===== src/sbsp_pkg.sv =====
// Package of constants and carrier types for the burst memory port
`default_nettype none
package sbsp_pkg;
  localparam int ADDR_W    = 21;
  localparam int DATA_W    = 40;
  localparam int BURST_W   = 2;
  localparam int MEM_DEPTH = 64;
  localparam int IDX_W     = 6;
  localparam logic [BURST_W-1:0] BURST_RST = 2'h0;
  localparam logic [DATA_W-1:0]  DATA_RST  = 40'h0;
  localparam logic [ADDR_W-1:0]  ADDR_RST  = 21'h0;

  typedef enum logic [1:0] {
    SBSP_DESEL = 2'b00,
    SBSP_READ  = 2'b01,
    SBSP_WRITE = 2'b10
  } sbsp_op_t;

  typedef struct packed {
    logic              select;
    logic              write;
    logic              advance_or_load;
    logic [ADDR_W-1:0] addr;
  } sbsp_cmd_t;
endpackage
`default_nettype wire


===== src/sbsp_burst_ctr.sv =====
// Address register with two-bit burst counter
`default_nettype none
`timescale 1ns/10ps
module sbsp_burst_ctr
(
  // Clock and reset
  input  wire logic                        mclk_i,
  input  wire logic                        rst_n_i,
  // Control
  input  wire logic                        en_i,
  input  wire logic                        advance_i,
  input  wire logic [sbsp_pkg::ADDR_W-1:0] addr_i,
  // Current address
  output logic      [sbsp_pkg::ADDR_W-1:0] addr_o
);
  logic [sbsp_pkg::ADDR_W-1:0] base_q;
  logic [sbsp_pkg::BURST_W-1:0] cnt_q;

  always_ff @(posedge mclk_i or negedge rst_n_i)
  begin
    if (!rst_n_i)
    begin
      base_q <= sbsp_pkg::ADDR_RST;
      cnt_q  <= sbsp_pkg::BURST_RST;
    end
    else if (en_i)
    begin
      if (advance_i)
        cnt_q <= cnt_q + 2'h1; // RULE1 RULE13
      else
      begin
        base_q <= addr_i; // RULE2
        cnt_q  <= addr_i[sbsp_pkg::BURST_W-1:0]; // RULE13
      end
    end
  end

  assign addr_o = {base_q[sbsp_pkg::ADDR_W-1:sbsp_pkg::BURST_W], cnt_q};

  chk_burst_step: assert property (@(posedge mclk_i) disable iff (!rst_n_i)
    en_i && advance_i |=> cnt_q == $past(cnt_q) + 2'h1) // RULE1
    else $error("burst counter did not step");
  chk_load_seed: assert property (@(posedge mclk_i) disable iff (!rst_n_i)
    en_i && !advance_i |=> addr_o == $past(addr_i)) // RULE2
    else $error("address not loaded");
endmodule
`default_nettype wire


===== src/sbsp_mem.sv =====
// Flip-flop word storage indexed by address
`default_nettype none
`timescale 1ns/10ps
module sbsp_mem
(
  // Clock
  input  wire logic                        mclk_i,
  // Write port
  input  wire logic                        wr_i,
  input  wire logic [sbsp_pkg::IDX_W-1:0]  widx_i,
  input  wire logic [sbsp_pkg::DATA_W-1:0] wdata_i,
  // Read port
  input  wire logic [sbsp_pkg::IDX_W-1:0]  ridx_i,
  output logic      [sbsp_pkg::DATA_W-1:0] rdata_o
);
  logic [sbsp_pkg::DATA_W-1:0] mem_q [sbsp_pkg::MEM_DEPTH];

  // No reset: contents survive reset and sleep
  always_ff @(posedge mclk_i)
  begin
    if (wr_i)
      mem_q[widx_i] <= wdata_i; // RULE11
  end

  assign rdata_o = mem_q[ridx_i];
endmodule
`default_nettype wire


===== src/sbsp_port.sv =====
// Synchronous burst memory bus port
//
// Notes on behaviour
// RULE1: Advance high on enabled edge steps the burst counter.
// RULE2: Advance low on enabled edge loads a new address.
// RULE3: Controller loads a fresh address after deselection.
// RULE4: Edges count only while the clock gate input is low.
// RULE5: Clock gate high holds and stretches the current operation.
// RULE6: Output enable low drives data lines; high floats them.
// RULE7: Data lines float in write data, after deselect, and while deselected.
// RULE8: All forty write data lines are registered at the clock edge.
// RULE9: Read data is the word of the previous edge's address.
// RULE10: Reset returns the port to a known configuration.
// RULE11: Sleep input idles the port and keeps memory contents.
// RULE12: Controller keeps sleep low in normal operation.
// RULE13: Low two address bits seed a four-word burst counter.
`default_nettype none
`timescale 1ns/10ps
module sbsp_port
(
  // Clock and reset
  input  wire logic                        mclk_i,
  input  wire logic                        rst_n_i,
  // Synchronous command pins
  input  wire logic                        clock_gate_n_i,
  input  wire logic                        select_i,
  input  wire logic                        write_n_i,
  input  wire logic                        advance_or_load_i,
  input  wire logic [sbsp_pkg::ADDR_W-1:0] addr_i,
  input  wire logic                        sleep_request_i,
  // Asynchronous output enable
  input  wire logic                        out_en_n_i,
  // Data lines
  input  wire logic [sbsp_pkg::DATA_W-1:0] dq_i,
  output logic      [sbsp_pkg::DATA_W-1:0] dq_o,
  output logic                             dq_oe_o,
  // Status
  output logic                             asleep_o
);
  sbsp_pkg::sbsp_cmd_t cmd;
  sbsp_pkg::sbsp_op_t  op_q;
  logic                          en;
  logic                          sleep_q;
  logic                          was_desel_q;
  logic                          first_q;
  logic [sbsp_pkg::ADDR_W-1:0]   cur_addr;
  logic [sbsp_pkg::DATA_W-1:0]   wdata_q;
  logic [sbsp_pkg::ADDR_W-1:0]   waddr_q;
  logic                          wpend_q;
  logic [sbsp_pkg::DATA_W-1:0]   rdata;
  logic [sbsp_pkg::DATA_W-1:0]   dq_q;
  logic                          masked;
  logic [3:0]                    stretch_q;

  function automatic logic [sbsp_pkg::IDX_W-1:0] to_idx(
    input logic [sbsp_pkg::ADDR_W-1:0] a);
    to_idx = a[sbsp_pkg::IDX_W-1:0];
  endfunction

  assign cmd.select          = select_i;
  assign cmd.write           = !write_n_i;
  assign cmd.advance_or_load = advance_or_load_i;
  assign cmd.addr            = addr_i;

  // -------------------------------------------------------------
  // Edge qualification
  // -------------------------------------------------------------
  assign en = !clock_gate_n_i && !sleep_q; // RULE4 RULE5

  always_ff @(posedge mclk_i or negedge rst_n_i)
  begin
    if (!rst_n_i)
      sleep_q <= 1'b0;
    else
      sleep_q <= sleep_request_i; // RULE11
  end

  assign asleep_o = sleep_q;

  // Edge qualification checks
  chk_sleep_follow: assert property (@(posedge mclk_i) disable iff (!rst_n_i) // RULE11
    1'b1 |=> sleep_q == $past(sleep_request_i))
    else $error("sleep flag did not follow request");

  chk_sleep_gate: assert property (@(posedge mclk_i) disable iff (!rst_n_i) // RULE11
    sleep_q |-> !en)
    else $error("edge taken while asleep");

  chk_gate_en: assert property (@(posedge mclk_i) disable iff (!rst_n_i) // RULE4
    clock_gate_n_i |-> !en)
    else $error("edge taken while clock gated");

  // -------------------------------------------------------------
  // Address and burst counter
  // -------------------------------------------------------------
  sbsp_burst_ctr u_ctr
  (
    .mclk_i    (mclk_i),
    .rst_n_i   (rst_n_i),
    .en_i      (en && cmd.select),
    .advance_i (cmd.advance_or_load && !was_desel_q),
    .addr_i    (cmd.addr),
    .addr_o    (cur_addr)
  );

  // Address checks
  chk_gate_addr: assert property (@(posedge mclk_i) disable iff (!rst_n_i) // RULE4
    !en |=> $stable(cur_addr))
    else $error("address moved on an ignored edge");

  chk_desel_load: assert property (@(posedge mclk_i) disable iff (!rst_n_i) // RULE3
    en && cmd.select && was_desel_q |=> cur_addr == $past(cmd.addr))
    else $error("no fresh load after deselect");

  chk_burst_base: assert property (@(posedge mclk_i) disable iff (!rst_n_i) // RULE13
    en && cmd.select && cmd.advance_or_load && !was_desel_q |=>
      $stable(cur_addr[sbsp_pkg::ADDR_W-1:sbsp_pkg::BURST_W]))
    else $error("burst advance left its four-word block");

  chk_sleep_addr: assert property (@(posedge mclk_i) disable iff (!rst_n_i) // RULE11
    sleep_q |=> $stable(cur_addr))
    else $error("address moved while asleep");

  // -------------------------------------------------------------
  // Operation state
  // -------------------------------------------------------------
  always_ff @(posedge mclk_i or negedge rst_n_i)
  begin
    if (!rst_n_i)
    begin
      op_q        <= sbsp_pkg::SBSP_DESEL; // RULE10
      was_desel_q <= 1'b1;
      first_q     <= 1'b0;
    end
    else if (sleep_q)
      op_q <= sbsp_pkg::SBSP_DESEL; // RULE11
    else if (en)
    begin
      first_q     <= was_desel_q && cmd.select; // RULE7
      was_desel_q <= !cmd.select;
      case ({cmd.select, cmd.write})
        2'b10:   op_q <= sbsp_pkg::SBSP_READ;
        2'b11:   op_q <= sbsp_pkg::SBSP_WRITE;
        default: op_q <= sbsp_pkg::SBSP_DESEL;
      endcase
    end
  end

  // Operation state checks
  chk_op_read: assert property (@(posedge mclk_i) disable iff (!rst_n_i) // RULE9
    en && cmd.select && !cmd.write |=> op_q == sbsp_pkg::SBSP_READ)
    else $error("read command not taken");

  chk_op_write: assert property (@(posedge mclk_i) disable iff (!rst_n_i) // RULE8
    en && cmd.select && cmd.write |=> op_q == sbsp_pkg::SBSP_WRITE)
    else $error("write command not taken");

  chk_op_desel: assert property (@(posedge mclk_i) disable iff (!rst_n_i) // RULE7
    en && !cmd.select |=> op_q == sbsp_pkg::SBSP_DESEL)
    else $error("deselect not taken");

  chk_first_set: assert property (@(posedge mclk_i) disable iff (!rst_n_i) // RULE7
    en && was_desel_q && cmd.select |=> first_q)
    else $error("first cycle after deselect not marked");

  chk_first_clear: assert property (@(posedge mclk_i) disable iff (!rst_n_i) // RULE7
    en && !(was_desel_q && cmd.select) |=> !first_q)
    else $error("first cycle mark stuck");

  // -------------------------------------------------------------
  // Write data capture and commit
  // -------------------------------------------------------------
  always_ff @(posedge mclk_i or negedge rst_n_i)
  begin
    if (!rst_n_i)
    begin
      wdata_q <= sbsp_pkg::DATA_RST;
      waddr_q <= sbsp_pkg::ADDR_RST;
      wpend_q <= 1'b0;
    end
    else
    begin
      wpend_q <= 1'b0;
      if (en && op_q == sbsp_pkg::SBSP_WRITE)
      begin
        wdata_q <= dq_i; // RULE8
        waddr_q <= cur_addr;
        wpend_q <= 1'b1;
      end
    end
  end

  // Write path checks
  chk_wpend_gate: assert property (@(posedge mclk_i) disable iff (!rst_n_i) // RULE4
    !en |=> !wpend_q)
    else $error("write committed on an ignored edge");

  chk_waddr_cap: assert property (@(posedge mclk_i) disable iff (!rst_n_i) // RULE8
    en && op_q == sbsp_pkg::SBSP_WRITE |=> waddr_q == $past(cur_addr))
    else $error("write address not captured");

  chk_sleep_nowr: assert property (@(posedge mclk_i) disable iff (!rst_n_i) // RULE11
    sleep_q |=> !wpend_q)
    else $error("write committed while asleep");

  sbsp_mem u_mem
  (
    .mclk_i  (mclk_i),
    .wr_i    (wpend_q),
    .widx_i  (to_idx(waddr_q)),
    .wdata_i (wdata_q),
    .ridx_i  (to_idx(cur_addr)),
    .rdata_o (rdata)
  );

  // -------------------------------------------------------------
  // Read output register and drive control
  // -------------------------------------------------------------
  always_ff @(posedge mclk_i or negedge rst_n_i)
  begin
    if (!rst_n_i)
      dq_q <= sbsp_pkg::DATA_RST;
    else if (en && op_q == sbsp_pkg::SBSP_READ)
      dq_q <= (wpend_q && waddr_q == cur_addr) ? wdata_q : rdata; // RULE9
  end

  assign masked  = op_q != sbsp_pkg::SBSP_READ || first_q; // RULE7
  assign dq_oe_o = !out_en_n_i && !masked && !sleep_q; // RULE6 RULE7
  assign dq_o    = dq_q;

  chk_gate_hold: assert property (@(posedge mclk_i) disable iff (!rst_n_i)
    clock_gate_n_i && !sleep_q |=> op_q == $past(op_q)) // RULE5
    else $error("operation changed while clock gated");
  chk_desel_float: assert property (@(posedge mclk_i) disable iff (!rst_n_i)
    op_q == sbsp_pkg::SBSP_DESEL |-> !dq_oe_o) // RULE7
    else $error("driving while deselected");
  chk_write_float: assert property (@(posedge mclk_i) disable iff (!rst_n_i)
    op_q == sbsp_pkg::SBSP_WRITE |-> !dq_oe_o) // RULE7
    else $error("driving during write data");
  chk_oe_high: assert property (@(posedge mclk_i) disable iff (!rst_n_i)
    out_en_n_i |-> !dq_oe_o) // RULE6
    else $error("driving with output enable high");
  chk_wdata_cap: assert property (@(posedge mclk_i) disable iff (!rst_n_i) // RULE8
    en && op_q == sbsp_pkg::SBSP_WRITE |=> wpend_q && wdata_q == $past(dq_i))
    else $error("write data not captured");
  chk_sleep_idle: assert property (@(posedge mclk_i) disable iff (!rst_n_i)
    sleep_q |=> op_q == sbsp_pkg::SBSP_DESEL) // RULE11
    else $error("active while asleep");

  // Read path checks
  chk_read_word: assert property (@(posedge mclk_i) disable iff (!rst_n_i) // RULE9
    en && op_q == sbsp_pkg::SBSP_READ && !(wpend_q && waddr_q == cur_addr)
      |=> dq_q == $past(rdata))
    else $error("read word not registered");

  chk_read_fwd: assert property (@(posedge mclk_i) disable iff (!rst_n_i) // RULE9
    en && op_q == sbsp_pkg::SBSP_READ && wpend_q && waddr_q == cur_addr
      |=> dq_q == $past(wdata_q))
    else $error("pending write not forwarded");

  chk_dq_hold: assert property (@(posedge mclk_i) disable iff (!rst_n_i) // RULE9
    !(en && op_q == sbsp_pkg::SBSP_READ) |=> $stable(dq_q))
    else $error("read data changed outside a read");

  chk_first_float: assert property (@(posedge mclk_i) disable iff (!rst_n_i) // RULE7
    first_q |-> !dq_oe_o)
    else $error("driving in first cycle after deselect");

  chk_read_drive: assert property (@(posedge mclk_i) disable iff (!rst_n_i) // RULE6
    op_q == sbsp_pkg::SBSP_READ && !first_q && !out_en_n_i && !sleep_q
      |-> dq_oe_o)
    else $error("not driving a read with output enable low");

  chk_sleep_float: assert property (@(posedge mclk_i) disable iff (!rst_n_i) // RULE11
    sleep_q |-> !dq_oe_o)
    else $error("driving while asleep");

  // -------------------------------------------------------------
  // Stretch monitor
  // -------------------------------------------------------------
  // Counts ignored edges, saturating
  always_ff @(posedge mclk_i or negedge rst_n_i)
  begin
    if (!rst_n_i)
      stretch_q <= 4'h0;
    else if (en)
      stretch_q <= 4'h0;
    else if (stretch_q != 4'hF)
      stretch_q <= stretch_q + 4'h1;
  end

  chk_stretch_dq: assert property (@(posedge mclk_i) disable iff (!rst_n_i) // RULE5
    stretch_q != 4'h0 |-> $stable(dq_q))
    else $error("read data changed while stretched");

  chk_stretch_addr: assert property (@(posedge mclk_i) disable iff (!rst_n_i) // RULE5
    stretch_q != 4'h0 |-> $stable(cur_addr))
    else $error("address changed while stretched");

  chk_stretch_wdat: assert property (@(posedge mclk_i) disable iff (!rst_n_i) // RULE5
    stretch_q != 4'h0 |-> $stable(wdata_q))
    else $error("write data changed while stretched");
endmodule
`default_nettype wire


===== config.mk =====
export PLATFORM = sky130hd
export DESIGN_NAME = sbsp_port
export DESIGN_NICKNAME = d
export VERILOG_FILES = /design/src/sbsp_pkg.sv /design/src/sbsp_burst_ctr.sv /design/src/sbsp_mem.sv /design/src/sbsp_port.sv
export SDC_FILE = /design/constraint.sdc
export NUM_CORES = 2
export LEC_CHECK = 0
export BUFFER_PORTS_ARGS = -buffer_cell sky130_fd_sc_hd__buf_4
export CAP_MARGIN = 25
export CORE_ASPECT_RATIO = 2
export CORE_UTILIZATION = 55
export CTS_CLUSTER_SIZE = 24
export DETAILED_ROUTE_END_ITERATION = 8
export PLACE_DENSITY = 0.78
export SLEW_MARGIN = 20
export SYNTH_ARGS = -nofsm -noshare
export SYNTH_HDL_FRONTEND = slang
export SYNTH_HIERARCHICAL = 1
export SYNTH_SLANG_ARGS = --single-unit

===== constraint.sdc =====
create_clock -name mclk_i -period 9.5 [get_ports mclk_i]
set_input_delay 1.9 -clock mclk_i [delete_from_list [all_inputs] [get_ports mclk_i]]
set_output_delay 1.9 -clock mclk_i [all_outputs]
set_load 0.1 [all_outputs]

== After elaboration in Yosys (flattened, before gate mapping) ==
Memory sizes are Yosys's and may differ from the RTL's.
Index checks and enable logic that the tools add are counted.

* Bits of input ports: 69
* Output and inout port bits: 42
* Memories kept: 1
* Register bits: 130
* Word-level logic and storage cells: 48
* Bits in writable memories: 2560

* Reductions and logical operators: 20
* Equality and inequality tests: 6
* $add $sub $neg: 1
* Multiplexer cells: 8
* Bitwise operators: 2

{| class="wikitable"
|+ Memories
! name !! depth !! width !! read ports !! clocked after memory_dff !! write ports !! RTL line !! text
|-
| u_mem.mem_q || 64 || 40 || 1 || 0 || 1 || sbsp_mem.sv:16 || <nowiki>logic [sbsp_pkg::DATA_W-1:0] mem_q [sbsp_pkg::MEM_DEPTH];</nowiki>
|}

{| class="wikitable"
|+ Operators by type and width
! kind !! count
|-
| 2-to-1 mux 40 bit || 1
|-
| equality test 21 bit || 1
|-
| logical AND 1 bit || 9
|-
| zero test 1 bit || 7
|-
| equality test 2 bit, second input constant || 3
|-
| 2-to-1 mux 2 bit || 3
|-
| one-hot mux 2 bit (2 select lines) || 1
|-
| AND reduction 2 bit || 2
|-
| 2-to-1 mux 1 bit || 3
|-
| adder 2 x 1 -> 2 bit, second input constant || 1
|-
| equality test 2 x 1 -> 1 bit, second input constant || 1
|-
| != test 2 x 1 -> 1 bit, second input constant || 1
|-
| inverter 1 bit || 2
|-
| nonzero test 2 bit || 1
|-
| logical OR 1 bit || 1
|}

== Logic depth before layout (Yosys ltp) ==
* Depth after elaboration: 5
* Mapped depth: 12
* Gate-level depth less buffers: 8

== Cells and area by module ==
Netlist, hierarchy kept.

{| class="wikitable"
|+ Modules (own cells, without submodules)
! module !! area each (sq um) !! seq. area each (sq um) !! cells an instance !! instances
|-
| sbsp_mem || 97035.6 || 76873.7 || 4155 || 1
|-
| sbsp_port || 5069.9 || 2678.8 || 462 || 1
|-
| sbsp_burst_ctr || 893.4 || 525.5 || 52 || 1
|}

== Least setup slack after synthesis ==
No wires, ideal clock.

* Path type: input to output
* Start point: in out_en_n_i
* End point: out dq_oe_o
* Cell stages on the path: 1
* Required time: 7600 ps
* Setup slack: 2826 ps
* Arrival time: 4774 ps
* Cells stage by stage: nor4_1

* Word-level cells in the longest chain between the ends: 3

{| class="wikitable"
|+ Ends and longest elaborated chain
! what !! RTL line !! text
|-
| from (decl) || sbsp_port.sv:32 || <nowiki>input wire logic out_en_n_i,</nowiki>
|-
| zero test 1 bit || sbsp_port.sv:228 || <nowiki>assign dq_oe_o = !out_en_n_i && !masked && !sleep_q;</nowiki>
|-
| logical AND 1 bit (2 in a row) || sbsp_port.sv:228 ||
|-
| to (decl) || sbsp_port.sv:36 || <nowiki>output logic dq_oe_o,</nowiki>
|}

Every way passes these cells.

== Worst setup path in the final report ==
* Start point: reg u_ctr/cnt_q[0] (netlist name)
* End point: reg dq_q, in the netlist dq_o[32]

* Elaborated cells between the ends (all ways): 4

{| class="wikitable"
|+ RTL lines
! what !! RTL line !! text
|-
| from (decl) || sbsp_burst_ctr.sv:17 || <nowiki>logic [sbsp_pkg::BURST_W-1:0] cnt_q;</nowiki>
|-
| from (signal assigned) || sbsp_burst_ctr.sv:24 || <nowiki>cnt_q <= sbsp_pkg::BURST_RST;</nowiki>
|-
| from (signal assigned) || sbsp_burst_ctr.sv:29 || <nowiki>cnt_q <= cnt_q + 2'h1;</nowiki>
|-
| from (signal assigned) || sbsp_burst_ctr.sv:33 || <nowiki>cnt_q <= addr_i[sbsp_pkg::BURST_W-1:0];</nowiki>
|-
| memory read (64 x 40 bit) || -- ||
|-
| net rdata (one bit) || sbsp_port.sv:50 || <nowiki>logic [sbsp_pkg::DATA_W-1:0] rdata;</nowiki>
|-
| 2-to-1 mux 40 bit || sbsp_port.sv:224 || <nowiki>dq_q <= (wpend_q && waddr_q == cur_addr) ? wdata_q : rdata;</nowiki>
|-
| to (signal assigned) || sbsp_port.sv:222 || <nowiki>dq_q <= sbsp_pkg::DATA_RST;</nowiki>
|-
| to (signal assigned) || sbsp_port.sv:224 ||
|-
| to (decl) || sbsp_port.sv:51 || <nowiki>logic [sbsp_pkg::DATA_W-1:0] dq_q;</nowiki>
|}

The timed path passes the listed nets, and every way through them passes these cells.
A chain may end at the register's enable or synchronous reset.

==> flow_summary_export.csv <==
group,metric,value,unit
hold_path,min_path_type,"reg2reg",
sta,tightest_slew,1.107,ns
global_routing,grtUsageTotal,29.35,%
die,die-area,189100,um^2
yosys,yosys_warnings,6,
placement,dp_hpwl,149300,um
die,io_pins,111,
critical_path,crit_top_cell,"a21oi_1",
power_and_ir_drop,irDropWorstVdd,0.1765,mV
sta,maxSlewViolCount,0,
sta,finClkSkew,0.05131,ns
die,core,186100,um^2
clock_network,path_clk_slew,0.07,ns
placement,dp_cells,7125,
routing,wl,276100,um
critical_path,r2r_start,"u_ctr/cnt_q[0]$_DFFE_PN0P_",
yosys,yosysTopAreaCell,"edfxtp_1",
sta,hold_viol,0,
yosys,ys_seq_area_share,77.75,%
die,die-height,614.0,um
clock_network,cts_buffers,216,
hold_path,min-delay-start,"wdata_q[26]$_DFFE_PN0P_",
routing,drc_errors,0,
layout,nets,4939,
layout,fill_cells,12020,
yosys,synthTopCellsByArea,"edfxtp_1 75%, mux4_2 13%, dfrtp_1 3.1%",
critical_path,cp-end-kind,"flop",
sta,timing.setup.tns,0,ns
layout,post_route_cells_drive_above_1_share,28.24,%
global_routing,grt_max_degree,128,
critical_path,worst_ep_required_time,10.23,ns
die,die_w,308,um
sta,finalCriticalPeriod,4.608,ns
clock_network,htreeDepth,4,
yosys,syn_area_per_cell,22.06,um^2
critical_path,crit_chain,"buf_12 > nor2b_1 > a22o_1 > a21oi_1 > a221oi_1 > nor4_1 > nand2_1 > a21oi_1 > a311o_1",
critical_path,start_kind,"flop",
hold_path,hold_end,"wdata_q[26]$_DFFE_PN0P_",
clock_network,cts_tree,"yes",
yosys,synth_edf_count,2560,
yosys,post-synth-top-count-cell,"edfxtp_1",
clock_network,cts.repair.resized,0,
global_routing,grt_pass1_wl,387600,um
yosys,synth.cell_area,103000,um^2
routing,wl_per_cell,36.70,um
critical_path,worst-path-buf-inv,1,
yosys,synth_top_area_share,74.64,%
power_and_ir_drop,powerDensity,253.4,nW/um^2
critical_path,rrSetupSlack,4.89,ns
global_routing,first_global_vias,53480,
run_status,status,"finished clean",
routing,first_iter_violations,7710,
placement,place.gp.congestion,0.8220,
sta,fmax,217.0,MHz
clock_network,cts-root-buf,"clkbuf_16",
routing,routed_via_density,6.957,
critical_path,reg2reg_to,"dq_o[32]$_DFFE_PN0P_",
yosys,synth_cells,4669,
sta,period_share,48.50,%
layout,stdcell_count,7524,
hold_path,holdPathStages,1,
critical_path,worst_r2r_path_depth,9,
yosys,async_flop_share,4.762,%
layout,area_growth,11.16,%
critical_path,cp.depth,9,
yosys,syn_nets,4738,
critical_path,critPathMaxStageDelay,0.88,ns
clock_network,cts_hold_buf,0,
yosys,synth.distinct_cells,53,
yosys,synth_top_flop_cell,"edfxtp_1",
clock_network,clk_latency,0.87,ns
critical_path,critPathArrivalTime,5.34,ns
sta,rsz0062_at_grt,"false",
critical_path,path_max_fanout,83,
power_and_ir_drop,p_leak,36.18,nW
die,fp-row-count,224,
sta,setup_violations,0,
routing,firstDrtPassIters,8,
sta,postLayoutSetupSlackWorst,4.892,ns
die,start_util,55.35,%
job,drv_cap,0,
placement,place_ws,4.927,ns
critical_path,cp_slowest_cell,"a221oi_1",
yosys,synth_common_cells,"2560 x edfxtp_1, 608 x mux4_2, 143 x o22ai_1, 127 x dfrtp_1, 113 x mux2i_1",
yosys,ys_seq_elements,2688,
routing,antenna_left,0,
global_routing,antenna_found_initial,7,
routing,vias,52340,
critical_path,critPathTopFamily,"compound AO/OA/AOI/OAI gates",
placement,portBuffers,110,
clock_network,postCtsSetupRepairBufs,0,
clock_network,cts_sinks,2688,
global_routing,overflow,0,
critical_path,crit_type,"reg2reg",
clock_network,clockBufferDepth,4,
sta,slew_headroom,26.19,%
==> registers in the layout (all words and copies together) (netlist names) <==
| name | flops |
|---|---|
| op_q | 2 |
| wpend_q | 1 |
| u_ctr/base_q | 19 |
| waddr_q | 21 |
| wdata_q | 40 |
| u_ctr/cnt_q | 2 |
| u_mem/mem_q | 2560 |
| asleep_o | 1 |
| first_q | 1 |
| dq_o | 40 |
| was_desel_q | 1 |
==> worst reg2reg max path, delay by kind of cell (launching register included) <==
kind | cells | cell delay (ns)
flops | 1 | 0.83
buf+inv | 1 | 0.65
compound gates | 5 | 1.63
simple gates | 3 | 1.37
==> worst max path at each step <==
stage	from	to	slack, ns
final	u_ctr/cnt_q[0]$_DFFE_PN0P_	dq_o[32]$_DFFE_PN0P_	4.89
after global routing	u_ctr/cnt_q[0]$_DFFE_PN0P_	dq_o[32]$_DFFE_PN0P_	4.59
after CTS	u_ctr/base_q[2]$_DFFE_PN0P_	dq_o[25]$_DFFE_PN0P_	4.82
after detailed placement	u_ctr/base_q[2]$_DFFE_PN0P_	dq_o[6]$_DFFE_PN0P_	4.93
after global placement	u_ctr/base_q[2]$_DFFE_PN0P_	dq_o[4]$_DFFE_PN0P_	4.96
after floorplan	out_en_n_i	dq_oe_o	2.83
==> report_power, final <==
| group | total, mW | internal (mW) | leakage [nW] | switching, mW |
|---|---|---|---|---|
| Combinational | 5.56 | 1.97 | 7.99 | 3.59 |
| Sequential | 14.5 | 13.9 | 24.8 | 0.598 |
| Clock | 8.99 | 4.90 | 3.37 | 4.09 |
| Total | 29.0 | 20.7 | 36.2 | 8.27 |
==> cells in the final DEF (no fill, tap or decap), types with 13 or more instances in the layout <==
master	Yosys	routed
clkinv_1	0	28
mux4_2	608	608
mux2_4	19	19
o21ai_0	52	52
o21ai_1	14	14
a22o_1	16	16
clkbuf_1	95	51
o22ai_1	143	143
nand2b_1	15	13
buf_4	49	234
nand2_1	104	102
edfxtp_1	2560	2560
mux2_2	98	98
nor2_4	1	63
nor2_1	104	42
a22oi_1	18	18
a221oi_1	34	34
bufinv_16	0	21
o221ai_1	42	42
a21oi_1	112	112
dfrtp_1	127	85
o22a_1	26	26
xnor2_1	14	14
nor4_1	35	33
clkinv_2	0	32
dfrtp_2	0	31
nor2b_1	17	15
mux2i_1	113	113
clkbuf_16	0	219
buf_12	0	24
a311o_1	40	40
==> cell families (layout without fill, tap and decap cells) <==
kind of cell / after synthesis / after routing / share of synthesized area (%)
buffers and inverters: 281 / 647 / 1.438
muxes: 838 / 838 / 15.74
AOI/OAI and AO/OA: 514 / 514 / 3.384
other: 0 / 3 / 0
xor gates and xnor gates: 20 / 20 / 0.1701
DFF: 2688 / 2688 / 77.75
and+or+nand+nor: 328 / 328 / 1.520
==> layout make-up <==
| class | instances | area (um^2) | share of cell area, % |
|---|---|---|---|
| Inverter | 2 | 7.507 | 0.006557 |
| Clock buffer | 281 | 5823 | 5.086 |
| Timing Repair Buffer | 262 | 2315 | 2.022 |
| Tap cell | 2486 | 3110 | 2.717 |
| Sequential cell | 2688 | 80160 | 70.01 |
| Clock inverter | 102 | 1092 | 0.9540 |
| Multi-Input combinational cell | 1700 | 21980 | 19.20 |
| Antenna cell | 3 | 7.507 | 0.006557 |
==> metal layers <==
layer,global-route usage (%),share of wire [%]
met4,17.16,7.1
met3,5.592,11
met1,34.86,31
met5,0,0.016
met2,49.98,51
==> stage by stage <==
step / hold WS, ns / util (%) / total power [mW] / instance area (um^2)
finish: 0.5176 / 61.52 / 29.01 / 114500
global route: 0.5307 / 61.52 / 29.68 / 114500
CTS: 0.5199 / 61.36 / 28.96 / 114200
global placement: 0.4980 / 57.58 / 19.96 / 107200
floorplan: 0.4685 / - / 18.15 / 103000
detailed placement: 0.5048 / 57.64 / 20.11 / 107300
Note: power is estimated with default switching activity, not from simulation.
